--- src/hw/ierr_consts.vh ---
`ifndef IERR_CONSTS_VH
`define IERR_CONSTS_VH

// ----------------------------------------------------------------
// Register byte offsets
// ----------------------------------------------------------------
`define IERR_CTRL_OFS 12'h480
`define IERR_STAT_OFS 12'h484
`define IERR_MASK_OFS 12'h488
`define IERR_IRQ_STAT_OFS 12'h490
`define IERR_IRQ_CLR_OFS 12'h494
`define IERR_IRQ_EN_OFS 12'h498

// ----------------------------------------------------------------
// Field positions and widths
// ----------------------------------------------------------------
`define IERR_EN_BIT 0
`define IERR_NUM_SRC 19
`define IERR_VALID_MASK 19'h7fff7
`define IERR_IRQ_REP_BIT 0
`define IERR_IRQ_ERR_BIT 1
`define IERR_NUM_IRQ 2

// ----------------------------------------------------------------
// Reset values
// ----------------------------------------------------------------
`define IERR_CTRL_RST 1'h1
`define IERR_STAT_RST 19'h00000
`define IERR_MASK_RST 19'h00000
`define IERR_IRQ_EN_RST 2'h0

`endif

--- src/hw/ierr_regs.v ---
`timescale 1ns/1ps
`default_nettype none
`include "ierr_consts.vh"

module ierr_regs (
  // Clock and reset
  input wire clk_i,
  input wire sys_rst_i,
  // Avalon-MM slave
  input wire [11:0] avs_address_i,
  input wire avs_read_i,
  input wire avs_write_i,
  input wire [3:0] avs_byteenable_i,
  input wire [31:0] avs_writedata_i,
  output reg [31:0] avs_readdata_o,
  output wire avs_waitrequest_o,
  // Error sources, one-cycle or level events on clk_i
  input wire ingress_posted_timeout_i,
  input wire ingress_nonposted_timeout_i,
  input wire ingress_completion_timeout_i,
  input wire egress_posted_timeout_i,
  input wire egress_nonposted_timeout_i,
  input wire egress_completion_timeout_i,
  input wire ingress_data_ram_single_err_i,
  input wire ingress_data_ram_double_err_i,
  input wire ingress_ctrl_ram_single_err_i,
  input wire ingress_ctrl_ram_double_err_i,
  input wire egress_data_ram_single_err_i,
  input wire egress_data_ram_double_err_i,
  input wire egress_ctrl_ram_single_err_i,
  input wire egress_ctrl_ram_double_err_i,
  input wire datapath_parity_err_i,
  input wire unreliable_link_flag_i,
  input wire replay_ctrl_ram_single_err_i,
  input wire replay_ctrl_ram_double_err_i,
  // Toward advanced error reporting
  output reg internal_err_event_o,
  output wire internal_err_pending_o,
  // Interrupt
  output wire irq_o
);

  // ----------------------------------------------------------------
  // Bus handshake
  // ----------------------------------------------------------------
  // One wait cycle on reads so read data comes from a flop.
  reg rd_done_q;
  wire rd_acc;
  wire wr_acc;

  assign rd_acc = avs_read_i & rd_done_q;
  assign wr_acc = avs_write_i;
  assign avs_waitrequest_o = avs_read_i & ~rd_done_q;

  always @(posedge clk_i) begin
    if (sys_rst_i) begin
      rd_done_q <= 1'b0;
    end else begin
      rd_done_q <= avs_read_i & ~rd_done_q;
    end
  end

  wire sel_ctrl = (avs_address_i == `IERR_CTRL_OFS);
  wire sel_stat = (avs_address_i == `IERR_STAT_OFS);
  wire sel_mask = (avs_address_i == `IERR_MASK_OFS);
  wire sel_irqs = (avs_address_i == `IERR_IRQ_STAT_OFS);
  wire sel_irqc = (avs_address_i == `IERR_IRQ_CLR_OFS);
  wire sel_irqe = (avs_address_i == `IERR_IRQ_EN_OFS);

  // Byte-lane merge of write data
  wire [31:0] be_mask = {{8{avs_byteenable_i[3]}}, {8{avs_byteenable_i[2]}},
                         {8{avs_byteenable_i[1]}}, {8{avs_byteenable_i[0]}}};
  wire [31:0] wdata_be = avs_writedata_i & be_mask;

  // ----------------------------------------------------------------
  // Event vector
  // ----------------------------------------------------------------
  // Link flag is a level; only its rising edge counts as an event.
  reg link_flag_q;
  wire link_rise = unreliable_link_flag_i & ~link_flag_q;

  wire [`IERR_NUM_SRC-1:0] evt;
  assign evt = {replay_ctrl_ram_double_err_i, replay_ctrl_ram_single_err_i,
                link_rise,
                datapath_parity_err_i,
                egress_ctrl_ram_double_err_i, egress_ctrl_ram_single_err_i,
                egress_data_ram_double_err_i, egress_data_ram_single_err_i,
                ingress_ctrl_ram_double_err_i, ingress_ctrl_ram_single_err_i,
                ingress_data_ram_double_err_i, ingress_data_ram_single_err_i,
                egress_completion_timeout_i, egress_nonposted_timeout_i,
                egress_posted_timeout_i,
                1'b0,
                ingress_completion_timeout_i, ingress_nonposted_timeout_i,
                ingress_posted_timeout_i};

  // ----------------------------------------------------------------
  // Registers
  // ----------------------------------------------------------------
  reg ctrl_en_q;
  reg [`IERR_NUM_SRC-1:0] stat_q;
  reg [`IERR_NUM_SRC-1:0] mask_q;
  reg [`IERR_NUM_IRQ-1:0] irq_stat_q;
  reg [`IERR_NUM_IRQ-1:0] irq_en_q;

  wire [`IERR_NUM_SRC-1:0] stat_clr = (wr_acc & sel_stat) ?
    wdata_be[`IERR_NUM_SRC-1:0] : {`IERR_NUM_SRC{1'b0}};
  wire [`IERR_NUM_SRC-1:0] new_set = evt & ~stat_q;
  wire [`IERR_NUM_SRC-1:0] stat_d;

  // Reserved positions never hold a one
  localparam [`IERR_NUM_SRC-1:0] VALID_BITS = `IERR_VALID_MASK;

  genvar gi;
  generate
    for (gi = 0; gi < `IERR_NUM_SRC; gi = gi + 1) begin : g_stat
      if (VALID_BITS[gi]) begin : g_live
        // Set wins over a same-cycle clear, so no event is ever lost
        assign stat_d[gi] = evt[gi] | (stat_q[gi] & ~stat_clr[gi]);
      end else begin : g_resv
        assign stat_d[gi] = 1'b0;
      end
    end
  endgenerate

  // Reporting path: masked bits do not report, status untouched
  wire [`IERR_NUM_SRC-1:0] unmasked = stat_q & ~mask_q;

  // ----------------------------------------------------------------
  // Per-source report qualification
  // ----------------------------------------------------------------
  // Only a fresh set reports; a bit already latched stays quiet.
  wire [`IERR_NUM_SRC-1:0] report_bits;

  genvar gj;
  generate
    for (gj = 0; gj < `IERR_NUM_SRC; gj = gj + 1) begin : g_rep
      if (VALID_BITS[gj]) begin : g_live
        assign report_bits[gj] = new_set[gj] & ~mask_q[gj];
      end else begin : g_resv
        assign report_bits[gj] = 1'b0;
      end
    end
  endgenerate

  wire report_event = ctrl_en_q & (|report_bits);
  assign internal_err_pending_o = ctrl_en_q & |unmasked;

  wire [`IERR_NUM_IRQ-1:0] irq_evt = {|new_set, report_event};
  wire [`IERR_NUM_IRQ-1:0] irq_clr = (wr_acc & sel_irqc) ?
    wdata_be[`IERR_NUM_IRQ-1:0] : {`IERR_NUM_IRQ{1'b0}};

  // ----------------------------------------------------------------
  // Control register
  // ----------------------------------------------------------------
  wire ctrl_wr = wr_acc & sel_ctrl & avs_byteenable_i[0];

  always @(posedge clk_i) begin
    if (sys_rst_i) begin
      ctrl_en_q <= `IERR_CTRL_RST;
    end else if (ctrl_wr) begin
      ctrl_en_q <= avs_writedata_i[`IERR_EN_BIT];
    end
  end

  // ----------------------------------------------------------------
  // Status register
  // ----------------------------------------------------------------
  always @(posedge clk_i) begin
    if (sys_rst_i) begin
      stat_q <= `IERR_STAT_RST;
    end else begin
      stat_q <= stat_d;
    end
  end

  // ----------------------------------------------------------------
  // Link flag edge detector
  // ----------------------------------------------------------------
  // Reset low: a flag already high after reset still reports once.
  always @(posedge clk_i) begin
    if (sys_rst_i) begin
      link_flag_q <= 1'b0;
    end else begin
      link_flag_q <= unreliable_link_flag_i;
    end
  end

  // ----------------------------------------------------------------
  // Mask register
  // ----------------------------------------------------------------
  wire mask_wr = wr_acc & sel_mask;
  wire [`IERR_NUM_SRC-1:0] mask_keep = mask_q & ~be_mask[`IERR_NUM_SRC-1:0];
  wire [`IERR_NUM_SRC-1:0] mask_new = wdata_be[`IERR_NUM_SRC-1:0] & VALID_BITS;
  wire [`IERR_NUM_SRC-1:0] mask_d = mask_keep | mask_new;

  always @(posedge clk_i) begin
    if (sys_rst_i) begin
      mask_q <= `IERR_MASK_RST;
    end else if (mask_wr) begin
      mask_q <= mask_d;
    end
  end

  // ----------------------------------------------------------------
  // Error event output
  // ----------------------------------------------------------------
  // Registered so the reporting side sees a clean one-cycle pulse.
  always @(posedge clk_i) begin
    if (sys_rst_i) begin
      internal_err_event_o <= 1'b0;
    end else begin
      internal_err_event_o <= report_event;
    end
  end

  // ----------------------------------------------------------------
  // Interrupt registers
  // ----------------------------------------------------------------
  wire irqe_wr = wr_acc & sel_irqe & avs_byteenable_i[0];
  wire [`IERR_NUM_IRQ-1:0] irq_stat_d = irq_evt | (irq_stat_q & ~irq_clr);

  always @(posedge clk_i) begin
    if (sys_rst_i) begin
      irq_stat_q <= {`IERR_NUM_IRQ{1'b0}};
    end else begin
      irq_stat_q <= irq_stat_d;
    end
  end

  always @(posedge clk_i) begin
    if (sys_rst_i) begin
      irq_en_q <= `IERR_IRQ_EN_RST;
    end else if (irqe_wr) begin
      irq_en_q <= avs_writedata_i[`IERR_NUM_IRQ-1:0];
    end
  end

  assign irq_o = |(irq_stat_q & irq_en_q);

  // ----------------------------------------------------------------
  // Read data
  // ----------------------------------------------------------------
  // Unmapped and write-only addresses read zero.
  reg [31:0] rd_word;

  always @* begin
    rd_word = 32'h0000_0000;
    if (sel_ctrl) begin
      rd_word[`IERR_EN_BIT] = ctrl_en_q;
    end else if (sel_stat) begin
      rd_word[`IERR_NUM_SRC-1:0] = stat_q;
    end else if (sel_mask) begin
      rd_word[`IERR_NUM_SRC-1:0] = mask_q;
    end else if (sel_irqs) begin
      rd_word[`IERR_NUM_IRQ-1:0] = irq_stat_q;
    end else if (sel_irqe) begin
      rd_word[`IERR_NUM_IRQ-1:0] = irq_en_q;
    end else begin
      rd_word = 32'h0000_0000;
    end
  end

  // Captured in the wait cycle, so data stands when waitrequest drops
  always @(posedge clk_i) begin
    if (sys_rst_i) begin
      avs_readdata_o <= 32'h0000_0000;
    end else if (avs_read_i & ~rd_done_q) begin
      avs_readdata_o <= rd_word;
    end
  end

  wire unused_ok = rd_acc;

endmodule
`default_nettype wire

--- config.mk ---
export PLATFORM = sky130hd
export DESIGN_NAME = ierr_regs
export DESIGN_NICKNAME = d
export VERILOG_FILES = /design/src/hw/ierr_regs.v
export VERILOG_INCLUDE_DIRS = /design/src /design/src/hw
export SDC_FILE = /design/constraint.sdc
export NUM_CORES = 1
export LEC_CHECK = 0
export BUFFER_PORTS_ARGS = -buffer_cell sky130_fd_sc_hd__buf_2
export CAP_MARGIN = 25
export CORE_ASPECT_RATIO = 0.9
export CORE_MARGIN = 5
export CORE_UTILIZATION = 25
export DETAILED_ROUTE_END_ITERATION = 10
export GPL_TIMING_DRIVEN = 0
export SLEW_MARGIN = 30
export SYNTH_ARGS = -nofsm -noshare
export SYNTH_HDL_FRONTEND = slang
export SYNTH_SLANG_ARGS = --single-unit
--- constraint.sdc ---
create_clock -name clk_i -period 5.2 [get_ports clk_i]
set_clock_uncertainty 0.1 [all_clocks]
set_input_delay 0.26 -clock clk_i [delete_from_list [all_inputs] [get_ports clk_i]]
set_output_delay 0.26 -clock clk_i [all_outputs]
set_load 0.05 [all_outputs]
# ---- Word level (Yosys, flattened, before mapping)
# Cells that the tools add are included.
dict set report word_totals {
  reg_bits 78
  inputBits 70
  out_inout_bits 36
  word_cells 143
}
dict set report op_classes {
  eq_ne 6
  muxes 8
  bitwise 115
  reduce_logical 4
}
# operator n
set ops {}
lappend ops {{AND 19 bit} 4}
lappend ops {{== test 12 x 11 -> 1 bit, second input constant} 6}
lappend ops {{2-to-1 mux 19 bit} 3}
lappend ops {{NOT 19 bit} 3}
lappend ops {{AND 1 bit} 47}
lappend ops {{NOT 1 bit} 38}
lappend ops {{OR reduction 19 bit} 2}
lappend ops {{bitwise OR 19 bit} 1}
lappend ops {{2-to-1 mux 18 bit} 1}
lappend ops {{bitwise OR 1 bit} 18}
lappend ops {{OR reduction 18 bit} 1}
lappend ops {{2-to-1 mux 2 bit} 3}
lappend ops {{AND 2 bit} 2}
lappend ops {{NOT 2 bit} 1}
lappend ops {{bitwise OR 2 bit} 1}
lappend ops {{OR reduction 2 bit} 1}
lappend ops {{2-to-1 mux 1 bit} 1}

# ---- Longest topological paths before layout
# Gate-level depths: netlist of the first run.
dict set report depth {
  ltp_word 7
  ltp_mapped 6
  ltp_nobuf 5
}

# ---- Worst setup path before layout of the first run
# OpenSTA, ideal clock, no wires.
dict set report synth_path {
  path_kind {input-to-reg}
  from {input avs_address_i[9]}
  to {register stat_q[12]}
  setup_ns 0.133
  arrival_time_ns 1.667
  required_ns 4.967
  setup_slack_ns 3.299
  path_stages 5
  n_path_buf 1
  path_cell_list {or4_4 -> nor4_4 -> and3_1 -> buf_4 -> a311oi_1}
}
dict set report synth_between {
  elab_chain_len 6
}
# item line
set synth_lines {}
lappend synth_lines {{from (decl)} ierr_regs.v:10} ;# input wire [11:0] avs_address_i,
lappend synth_lines {{== test 12 x 11 -> 1 bit (no source line)} n/a}
lappend synth_lines {{AND 1 bit} ierr_regs.v:105} ;# wire [`IERR_NUM_SRC-1:0] stat_clr = (wr_acc & sel_stat) ?
lappend synth_lines {{2-to-1 mux 19 bit} ierr_regs.v:105}
lappend synth_lines {{NOT 1 bit} ierr_regs.v:118} ;# assign stat_d[gi] = evt[gi] | (stat_q[gi] & ~stat_clr[gi]);
lappend synth_lines {{AND 1 bit} ierr_regs.v:118}
lappend synth_lines {{bitwise OR 1 bit} ierr_regs.v:118}
lappend synth_lines {{to (signal assigned)} ierr_regs.v:170} ;# stat_q <= `IERR_STAT_RST;
lappend synth_lines {{to (signal assigned)} ierr_regs.v:172} ;# stat_q <= stat_d;
lappend synth_lines {{to (decl)} ierr_regs.v:100} ;# reg [`IERR_NUM_SRC-1:0] stat_q;
# No other way between the ends.
# A chain may end at the register's enable or synchronous reset.

# ---- Worst setup path after layout of the first run
dict set report layout_path {
  from {register rd_done_q}
  to {register avs_readdata_o[0]}
}
dict set report layout_between {
  elab_chain_len 2
}
# item line
set layout_lines {}
lappend layout_lines {{from (decl)} ierr_regs.v:47} ;# reg rd_done_q;
lappend layout_lines {{from (signal assigned)} ierr_regs.v:59} ;# rd_done_q <= avs_read_i & ~rd_done_q;
lappend layout_lines {{NOT 1 bit} ierr_regs.v:267} ;# end else if (avs_read_i & ~rd_done_q) begin
lappend layout_lines {{AND 1 bit} ierr_regs.v:267}
lappend layout_lines {{to (signal assigned)} ierr_regs.v:268} ;# avs_readdata_o <= rd_word;
lappend layout_lines {{to (decl)} ierr_regs.v:15} ;# output reg [31:0] avs_readdata_o,
# No other way between the ends.

==> results.yml, run 1 <==
outcome:
  status: "finished clean"
drt:
  postRouteAntennaNets: 0
  routed_wl_mm: 11.1
  firstDrtPassIters: 5
  drc: 0
  vias_per_cell: 4.97
  wl_per_cell_um: 17.5
  drtIter0Drc: 229
  vias: 3174
placed_design:
  placed_cells: 622
  dp_hpwl_mm: 8.45
  io_buffers: 74
  gp_congestion: 0.858
cts:
  cts_made_buffers: 9
  postCtsSetupBuffers: 0
  clk_transition_reported_paths_ns: 0.05
  cts_tree: "done"
  ctsHoldBuffers: 0
  cts_max_level: 3
  cts_buffer_depth: 2
  cts.sinks: 64
  cts-root-buf: "clkbuf_16"
  clk_latency_ns: 0.32
  cts_resized: 0
setup_path:
  path_class: "reg -> reg"
  worst-endpoint-required_ns: 5.35
  reg2reg_depth: 5
  arrival_ns: 2.45
  cp_max_fo: 10
  cp-start-kind: "flop"
  crit_path_end_kind: "flop"
yosys:
  ys_warn_count: 0
  synth_edf_count: 0
  syn_area_um2: 3230
  ys_ff_latch: 64
  yosys.area.top_type_share_pct: 39.7
  postSynthAreaPerCell_um2: 8.68
  synth-seq-area-share_pct: 39.7
  synth.distinct_cells: 47
  ys_top_cells_by_area: "dfxtp_1 40%, mux2i_1 6.5%, nand2_1 5.2%, a32o_1 5.0%, a311oi_1 4.6%"
  yosysTopAreaCell: "dfxtp_1"
  async_reset_ff_share_pct: 0
  synth_ff_type: "dfxtp_1"
  synthCells: 372
final_layout:
  syn_to_final_growth_pct: 28.5
  final_cells: 638
  fillers: 1359
  antenna_cells: 0
  drive_gt1_share_pct: 25.5
  nNetsFinal: 539
timing:
  finalCritPeriodShare_pct: 44.2
  final_max_slew_viol_count: 0
  finalSetupViolCount: 0
  worst_slew_pin_slew_ns: 0.761
  period_minus_slack_ns: 2.30
  tns_ns: 0
  fmax_mhz: 435
  relSlewSlack_pct: 49.3
  rsz0062_at_grt: "false"
  hold_viol: 0
pwr:
  leakage_nw: 1.90
  p_per_area_nw_per_um2: 306
  vdd_drop_max_v: 0.000182
floorplanning:
  die_y_um: 118
  core_area_um2: 12700
  ios: 106
  chipWidth_um: 130
  start_util_pct: 25.5
  rows: 39
  die_area_um2: 15300
min_path:
  hp-class: "in -> reg"
  hold_path_depth: 2
grt:
  grt_max_degree: 11
  first_global_vias: 3179
  overflow: 0
  antenna_found_initial: 0
  track_usage_pct: 14.3
  grt_pass1_wl_mm: 17.0
flow_run:
  maxCapViolCount: 0
-- worst max-delay path, stage by stage (launching register included) --
cell      delay [ns]
dfxtp_1         0.29
nand2b_1        0.19
nor2_1          0.54
clkbuf_1        0.65
nand4_1         0.26
o21ai_0         0.21
-- metal layers --
layer / GRT usage, % / share of wire, % / wire length [um] / vias to the layer above
met4: 4.81 / 1.6 / 177 / 0
li1: - / - / - / 1522
met2: 22.9 / 47 / 5230 / 111
met3: 3.45 / 6.5 / 723 / 14
met5: 0 / 0 / 0 / -
met1: 18.8 / 45 / 5010 / 1527
-- logic make-up (layout without fill, tap and decap cells) --
group | Yosys count | count (layout) | synth area share, %
muxes | 22 | 22 | 6.86
AOI/OAI and AO/OA | 87 | 87 | 21.1
other | 1 | 13 | 0.116
and+or+nand+nor | 132 | 132 | 22.6
DFF | 64 | 64 | 39.7
buffers and inverters | 66 | 156 | 9.60
-- synthesized netlist by cell type (3+ instances only) --
| library cell | number |
|---|---|
| a21o_1 | 16 |
| a21oi_1 | 7 |
| a311oi_1 | 17 |
| a32o_1 | 16 |
| buf_4 | 14 |
| clkbuf_1 | 12 |
| dfxtp_1 | 64 |
| inv_1 | 37 |
| mux2i_1 | 21 |
| nand2_1 | 45 |
| nand2b_1 | 10 |
| nand3_1 | 3 |
| nand4_1 | 4 |
| nor2_1 | 24 |
| nor3_1 | 4 |
| nor3b_1 | 11 |
| nor4_1 | 3 |
| o2111ai_1 | 3 |
| o21ai_0 | 5 |
| o22ai_1 | 12 |
| or3b_2 | 7 |
-- report_power, final --
part           internal, W  switching (W)  total (W)
clock             0.000396       0.000210   0.000606
sequential        0.000503      0.0000142   0.000517
combinational    0.0000537      0.0000949   0.000149
total             0.000952       0.000319    0.00127
-- cell type report --
class                           count  area (um^2)  area share [%]
Clock buffer                       13          260            6.27
Clock inverter                      3         40.0           0.964
Tap cell                          164          205            4.94
Multi-Input combinational cell    254         1680            40.6
Sequential cell                    64         1280            30.9
Buffer                             29          171            4.13
Timing Repair Buffer               74          370            8.92
Inverter                           37          139            3.35
-- path summary, 6_finish.rpt --
path / start / to / slack, ns
max: rd_done_q$_SDFF_PP0_ / avs_readdata_o[0]$_SDFFE_PP0P_ / 2.90
min: avs_writedata_i[11] / stat_q[11]$_SDFF_PP0_ / 0.04
max reg2reg: rd_done_q$_SDFF_PP0_ / avs_readdata_o[0]$_SDFFE_PP0P_ / 2.90
min reg2reg: avs_readdata_o[0]$_SDFFE_PP0P_ / avs_readdata_o[0]$_SDFFE_PP0P_ / 0.35
-- cell usage in the layout (no fill, tap or decap), types with 7 or more instances in the layout --
| cell type | n |
|---|---|
| dfxtp_1 | 64 |
| clkbuf_16 | 9 |
| nand2b_1 | 10 |
| nor3b_1 | 11 |
| nand2_1 | 45 |
| buf_4 | 14 |
| clkbuf_1 | 14 |
| inv_1 | 37 |
| or3b_2 | 7 |
| a21o_1 | 16 |
| buf_2 | 76 |
| o22ai_1 | 12 |
| a21oi_1 | 7 |
| a32o_1 | 16 |
| a311oi_1 | 17 |
| conb_1 | 13 |
| mux2i_1 | 21 |
| nor2_1 | 24 |
-- stage by stage --
step	util, %	hold slack (ns)	power (W)	worst slack, ns	cell area, um^2
3_3_place_gp	30.4	0.346	0.000671	2.62	3850
5_1_grt	32.7	0.0392	0.00132	2.70	4150
4_1_cts	32.7	0.0348	0.00128	2.93	4150
3_5_place_dp	30.4	0.345	0.000673	2.61	3850
2_1_floorplan	-	0.269	0.000617	3.30	3280
6_report	32.7	0.0397	0.00127	2.90	4150
Note: power is estimated with default switching activity, not from simulation.
==> run 2: changes to the inputs <==
==> constraint.sdc (replaced) <==
create_clock -name clk_i -period 2 [get_ports clk_i]
set_clock_uncertainty 0.1 [all_clocks]
set_input_delay 0.1 -clock clk_i [delete_from_list [all_inputs] [get_ports clk_i]]
set_output_delay 0.1 -clock clk_i [all_outputs]
set_load 0.05 [all_outputs]
==> run 2 against run 1 <==
Effect of this change: via count is 5.0% higher; first-iteration DRC count is 0.87% higher; non-clock buffer count is 37 higher; combinational power grew to 3.0 times the previous value; clock power grew to 2.6 times the previous value; die area stayed put.
==> results.yml, run 2 (synthesis gave the netlist of run 1 again) <==
cts:
  clk_latency_ns: 0.32
  cts_made_buffers: 9
  clk_transition_reported_paths_ns: 0.05
  cts_tree: "done"
  cts.sinks: 64
  cts_buffer_depth: 2
  cts_max_level: 3
  cts-root-buf: "clkbuf_16"
final_layout:
  drive_gt1_share_pct: 25.4
  fillers: 1346
  seqCellArea_um2: 1280
  multi_input_area_um2: 1700
  final_cells: 675
  syn_to_final_growth_pct: 40.4
  final_cell_mix: "76 x buf_2, 64 x dfxtp_1, 45 x nand2_1"
  final_common_cell: "buf_2"
  nNetsFinal: 576
  antenna_cells: 0
min_path:
  hp-start: "ingress_ctrl_ram_single_err_i"
  hold_path_end: "stat_q[9]$_SDFF_PP0_"
  hold_path_depth: 3
  hp-class: "in -> reg"
placed_design:
  io_buffers: 74
  dp_hpwl_mm: 8.45
  gp_congestion: 0.858
  placed_cells: 622
  place_ws_ns: -0.429
pwr:
  leakage_nw: 2.07
  p_per_area_nw_per_um2: 742
  p_clk_share_pct: 46.9
  p_sw_share_pct: 25.1
  net-switching-power_w: 0.000846
  p_int_w: 0.00252
  power_frac_seq_pct: 40.0
  vdd_drop_max_v: 0.000471
  pwr-share-comb_pct: 13.1
outcome:
  status: "finished clean"
floorplanning:
  core_area_um2: 12700
  rows: 39
  die_area_um2: 15300
  chipWidth_um: 130
  die_y_um: 118
  ios: 106
  start_util_pct: 25.5
setup_path:
  arrival_ns: 1.74
  crit_path_cell_trace: "inv_1 > o2111ai_1 > nor3_1 > a31oi_1 > buf_2"
  reg2reg_depth: 5
  crit_path_end_kind: "primary output"
  r2r_start: "rd_done_q$_SDFF_PP0_"
  slowest_stage: "dfxtp_1"
  r2r_slack_ns: 0.15
  crit_family: "compound AO/OA/AOI/OAI gates"
  crit_buf_inv: 2
  cp-start-kind: "flop"
  worst-endpoint-required_ns: 1.80
  regToRegEndpoint: "avs_readdata_o[0]$_SDFFE_PP0P_"
  cpPeakStageDelay_ns: 0.40
  path_class: "reg -> out"
  cp_max_fo: 5
timing:
  rsz0062_at_grt: "true"
  period_minus_slack_ns: 1.94
  worst_slew_pin_slew_ns: 0.676
  finalSetupViolCount: 0
  final_max_slew_viol_count: 0
  finalCritPeriodShare_pct: 97.0
  tns_ns: 0
  holdWs_ns: 0.00192
  hold_viol: 0
  setup_ws_ns: 0.0598
  relSlewSlack_pct: 54.9
  fmax_mhz: 515
drt:
  drtIter0Drc: 231
  firstDrtPassIters: 6
  vias_per_cell: 4.94
  vias: 3334
  drc: 0
  postRouteAntennaNets: 0
  wl_per_cell_um: 16.8
  routed_wl_mm: 11.3
grt:
  antenna_found_initial: 0
  grt_pass1_wl_mm: 17.5
  track_usage_pct: 14.6
  grt_max_degree: 11
  first_global_vias: 3364
  overflow: 0
flow_run:
  maxCapViolCount: 0
run 2: metrics by stage:
step                      cell area (um^2)  total power, W  utilization [%]
final                                 4540         0.00337             35.7
after global routing                  4540         0.00348             35.7
after CTS                             4500         0.00337             35.5
after detailed placement              3850         0.00175             30.4
after global placement                3850         0.00174             30.4
after floorplan                       3280         0.00160                -
run 2: power groups by stage:
stage          clock [W]  combinational, W  sequential [W]
2_1_floorplan          0          0.000242         0.00136
4_1_cts          0.00159          0.000437         0.00134
6_report         0.00158          0.000442         0.00134
3_3_place_gp           0          0.000375         0.00137
5_1_grt          0.00165          0.000479         0.00135
3_5_place_dp           0          0.000381         0.00137
run 2: repair_timing:
action	4_1_cts	5_1_grt
setup buffers	0	3
hold buffers	34	0
endpoints found under the hold margin	36	0
gates resized for setup	4	4
setup endpoints to repair	12	15
pin swaps	0	1
run 2: layout make-up:
cell class / count / area share [%]
Sequential cell: 64 / 28.2
Timing Repair Buffer: 111 / 16.2
Inverter: 37 / 3.06
Clock inverter: 3 / 0.883
Clock buffer: 13 / 5.74
Multi-Input combinational cell: 254 / 37.5
Buffer: 29 / 3.86
Tap cell: 164 / 4.52
run 2: how the worst max path moves through the flow:
stage	depth (start not counted)	endpoint	from	slack, ns
2_1_floorplan	6	avs_readdata_o[10]$_SDFFE_PP0P_	rd_done_q$_SDFF_PP0_	0.19
3_3_place_gp	6	avs_readdata_o[11]$_SDFFE_PP0P_	avs_address_i[5]	-0.42
3_5_place_dp	6	avs_readdata_o[11]$_SDFFE_PP0P_	avs_address_i[5]	-0.43
4_1_cts	6	internal_err_event_o$_SDFF_PP0_	ingress_data_ram_double_err_i	0.03
5_1_grt	5	avs_readdata_o[0]$_SDFFE_PP0P_	rd_done_q$_SDFF_PP0_	-0.02
6_report	5	internal_err_pending_o	stat_q[5]$_SDFF_PP0_	0.06
run 2: metal layers:
layer / routed length (um) / share of wire, % / GRT usage, % / up-vias
li1: - / - / - / 1598
met3: 639 / 5.6 / 3.18 / 18
met5: 0 / 0 / 0 / -
met2: 5330 / 47 / 24.0 / 112
met1: 5120 / 45 / 18.9 / 1606
met4: 226 / 2.0 / 4.81 / 0
run 2: worst min-delay path, cell delays in order:
cell      delay, ns
buf_2          0.12
nor2_1         0.10
a311oi_1       0.06
==> run 3: changes to the inputs <==
--- a/config.mk
+++ b/config.mk
@@ -13,6 +13,7 @@
 export CORE_UTILIZATION = 25
 export DETAILED_ROUTE_END_ITERATION = 10
 export GPL_TIMING_DRIVEN = 0
+export HOLD_SLACK_MARGIN = 0.05
 export SLEW_MARGIN = 30
 export SYNTH_ARGS = -nofsm -noshare
 export SYNTH_HDL_FRONTEND = slang
==> constraint.sdc (replaced) <==
create_clock -name clk_i -period 2.02 [get_ports clk_i]
set_clock_uncertainty 0.1 [all_clocks]
set_input_delay 0.101 -clock clk_i [delete_from_list [all_inputs] [get_ports clk_i]]
set_output_delay 0.101 -clock clk_i [all_outputs]
set_load 0.05 [all_outputs]
==> run 3 against run 2 <==
Effect of this change: flip-flop and latch count is the same; register-to-register slack gained 0.02 ns; wire length shrank 0.42%; combinational power is essentially flat; first-iteration DRC count grew 2.6%; setup slack gained 0.028 ns; design area is essentially flat; power shrank 0.89%; largest cell class unchanged.
==> results.yml, run 3 (synthesis gave the netlist of run 1 again) <==
outcome:
  status: "finished clean"
timing:
  setup_ws_ns: 0.0879
  finalCritPeriodShare_pct: 95.6
  final_max_slew_viol_count: 0
  hold_viol: 0
  relSlewSlack_pct: 50.7
  fmax_mhz: 518
  worst_slew_pin_slew_ns: 0.735
  rsz0062_at_grt: "false"
  period_minus_slack_ns: 1.93
  finalSetupViolCount: 0
grt:
  track_usage_pct: 14.6
  grt_pass1_wl_mm: 17.5
  overflow: 0
  antenna_found_initial: 0
  grt_max_degree: 11
  first_global_vias: 3364
pwr:
  vdd_drop_max_v: 0.000470
  p_int_w: 0.00250
  p_clk_share_pct: 46.9
  pwr-share-comb_pct: 13.2
  net-switching-power_w: 0.000838
  power_frac_seq_pct: 39.9
  leakage_nw: 2.07
  p_sw_share_pct: 25.1
  p_per_area_nw_per_um2: 736
cts:
  cts.sinks: 64
  cts_made_buffers: 9
  cts_max_level: 3
  cts_tree: "done"
  cts_buffer_depth: 2
  cts-root-buf: "clkbuf_16"
  clk_transition_reported_paths_ns: 0.05
  postCtsSetupBuffers: 0
  clk_latency_ns: 0.33
final_layout:
  nNetsFinal: 575
  finish.instance_area_um2: 4530
  final_common_cell: "buf_2"
  drive_gt1_share_pct: 24.9
  final_core_util_pct: 35.7
  syn_to_final_growth_pct: 40.3
  final_cell_mix: "76 x buf_2, 64 x dfxtp_1, 45 x nand2_1"
  antenna_cells: 0
  final_cells: 674
drt:
  drc: 0
  firstDrtPassIters: 5
  drtIter0Drc: 237
  vias: 3314
  postRouteAntennaNets: 0
  routed_wl_mm: 11.3
  vias_per_cell: 4.92
  wl_per_cell_um: 16.7
floorplanning:
  core_area_um2: 12700
  ios: 106
  die_y_um: 118
  start_util_pct: 25.5
  die_area_um2: 15300
  chipWidth_um: 130
  rows: 39
min_path:
  hp-class: "in -> reg"
setup_path:
  cp_max_fo: 9
  worst-endpoint-required_ns: 2.10
  path_class: "in -> reg"
  arrival_ns: 2.01
  cp-start-kind: "primary input"
  crit_path_end_kind: "flop"
placed_design:
  dp_hpwl_mm: 8.45
  placed_cells: 622
  place_ws_ns: -0.410
  place_area_um2: 3850
  io_buffers: 74
  gp_congestion: 0.858
flow_run:
  maxCapViolCount: 0
run 3: cell types whose count changed in the layout (fill, tap and decap cells not counted), sizes merged:
cell	previous run	this run
buf	94	91
dlygate4sd3	34	36
run 3: critical path: stages:
cell	delay (ns)
buf_2	0.11
or4_4	0.55
nor4_4	0.70
and3_1	0.25
buf_4	0.17
a311oi_1	0.11
run 3: per-stage QoR:
| step | total power, W | hold slack (ns) | TNS [ns] |
|---|---|---|---|
| floorplan | 0.00159 | 0.110 | 0 |
| global placement | 0.00173 | 0.215 | -6.87 |
| detailed placement | 0.00173 | 0.219 | -7.44 |
| CTS | 0.00334 | 0.0566 | 0 |
| global route | 0.00345 | 0.106 | 0 |
| finish | 0.00334 | 0.0814 | 0 |
run 3: final timing paths:
check                                 start                              to  slack [ns]  cells after the start
max                        avs_address_i[9]            stat_q[9]$_SDFF_PP0_        0.09                      6
min                        avs_address_i[3]          ctrl_en_q$_SDFFE_PP1P_        0.08                      3
max reg2reg            rd_done_q$_SDFF_PP0_  avs_readdata_o[0]$_SDFFE_PP0P_        0.17                      5
min reg2reg  avs_readdata_o[0]$_SDFFE_PP0P_  avs_readdata_o[0]$_SDFFE_PP0P_        0.35                      2
run 3: power by group through the flow:
stage	registers (W)	logic (W)	clock network (W)
after CTS	0.00133	0.000435	0.00158
final	0.00133	0.000441	0.00156
after global routing	0.00134	0.000478	0.00163
after global placement	0.00136	0.000372	0
after floorplan	0.00135	0.000240	0
after detailed placement	0.00136	0.000377	0
run 3: repair_timing:
action / in CTS / in global routing
hold buffers: 36 / 0
hold endpoints to repair: 39 / 0
setup endpoints to repair: 12 / 14
resized for setup: 3 / 5
run 3: cell type report:
class | instances | area, um^2
fill | 1343 | 8150
multi-input combinational | 254 | 1700
sequential | 64 | 1280
timing repair buffer | 110 | 731
clock buffer | 13 | 260
tap | 164 | 205
buffer | 29 | 175
inverter | 37 | 139
clock inverter | 3 | 40.0
run 3: per-layer routing:
layer  up-vias  global-route usage (%)  wire (um)  part of all wire [%]
li1       1594                       -          -                     -
met1      1596                    18.9       5010                    44
met2       113                    24.0       5410                    48
met3        11                    3.18        697                   6.2
met4         0                    4.81        152                   1.3
met5         -                       0          0                     0
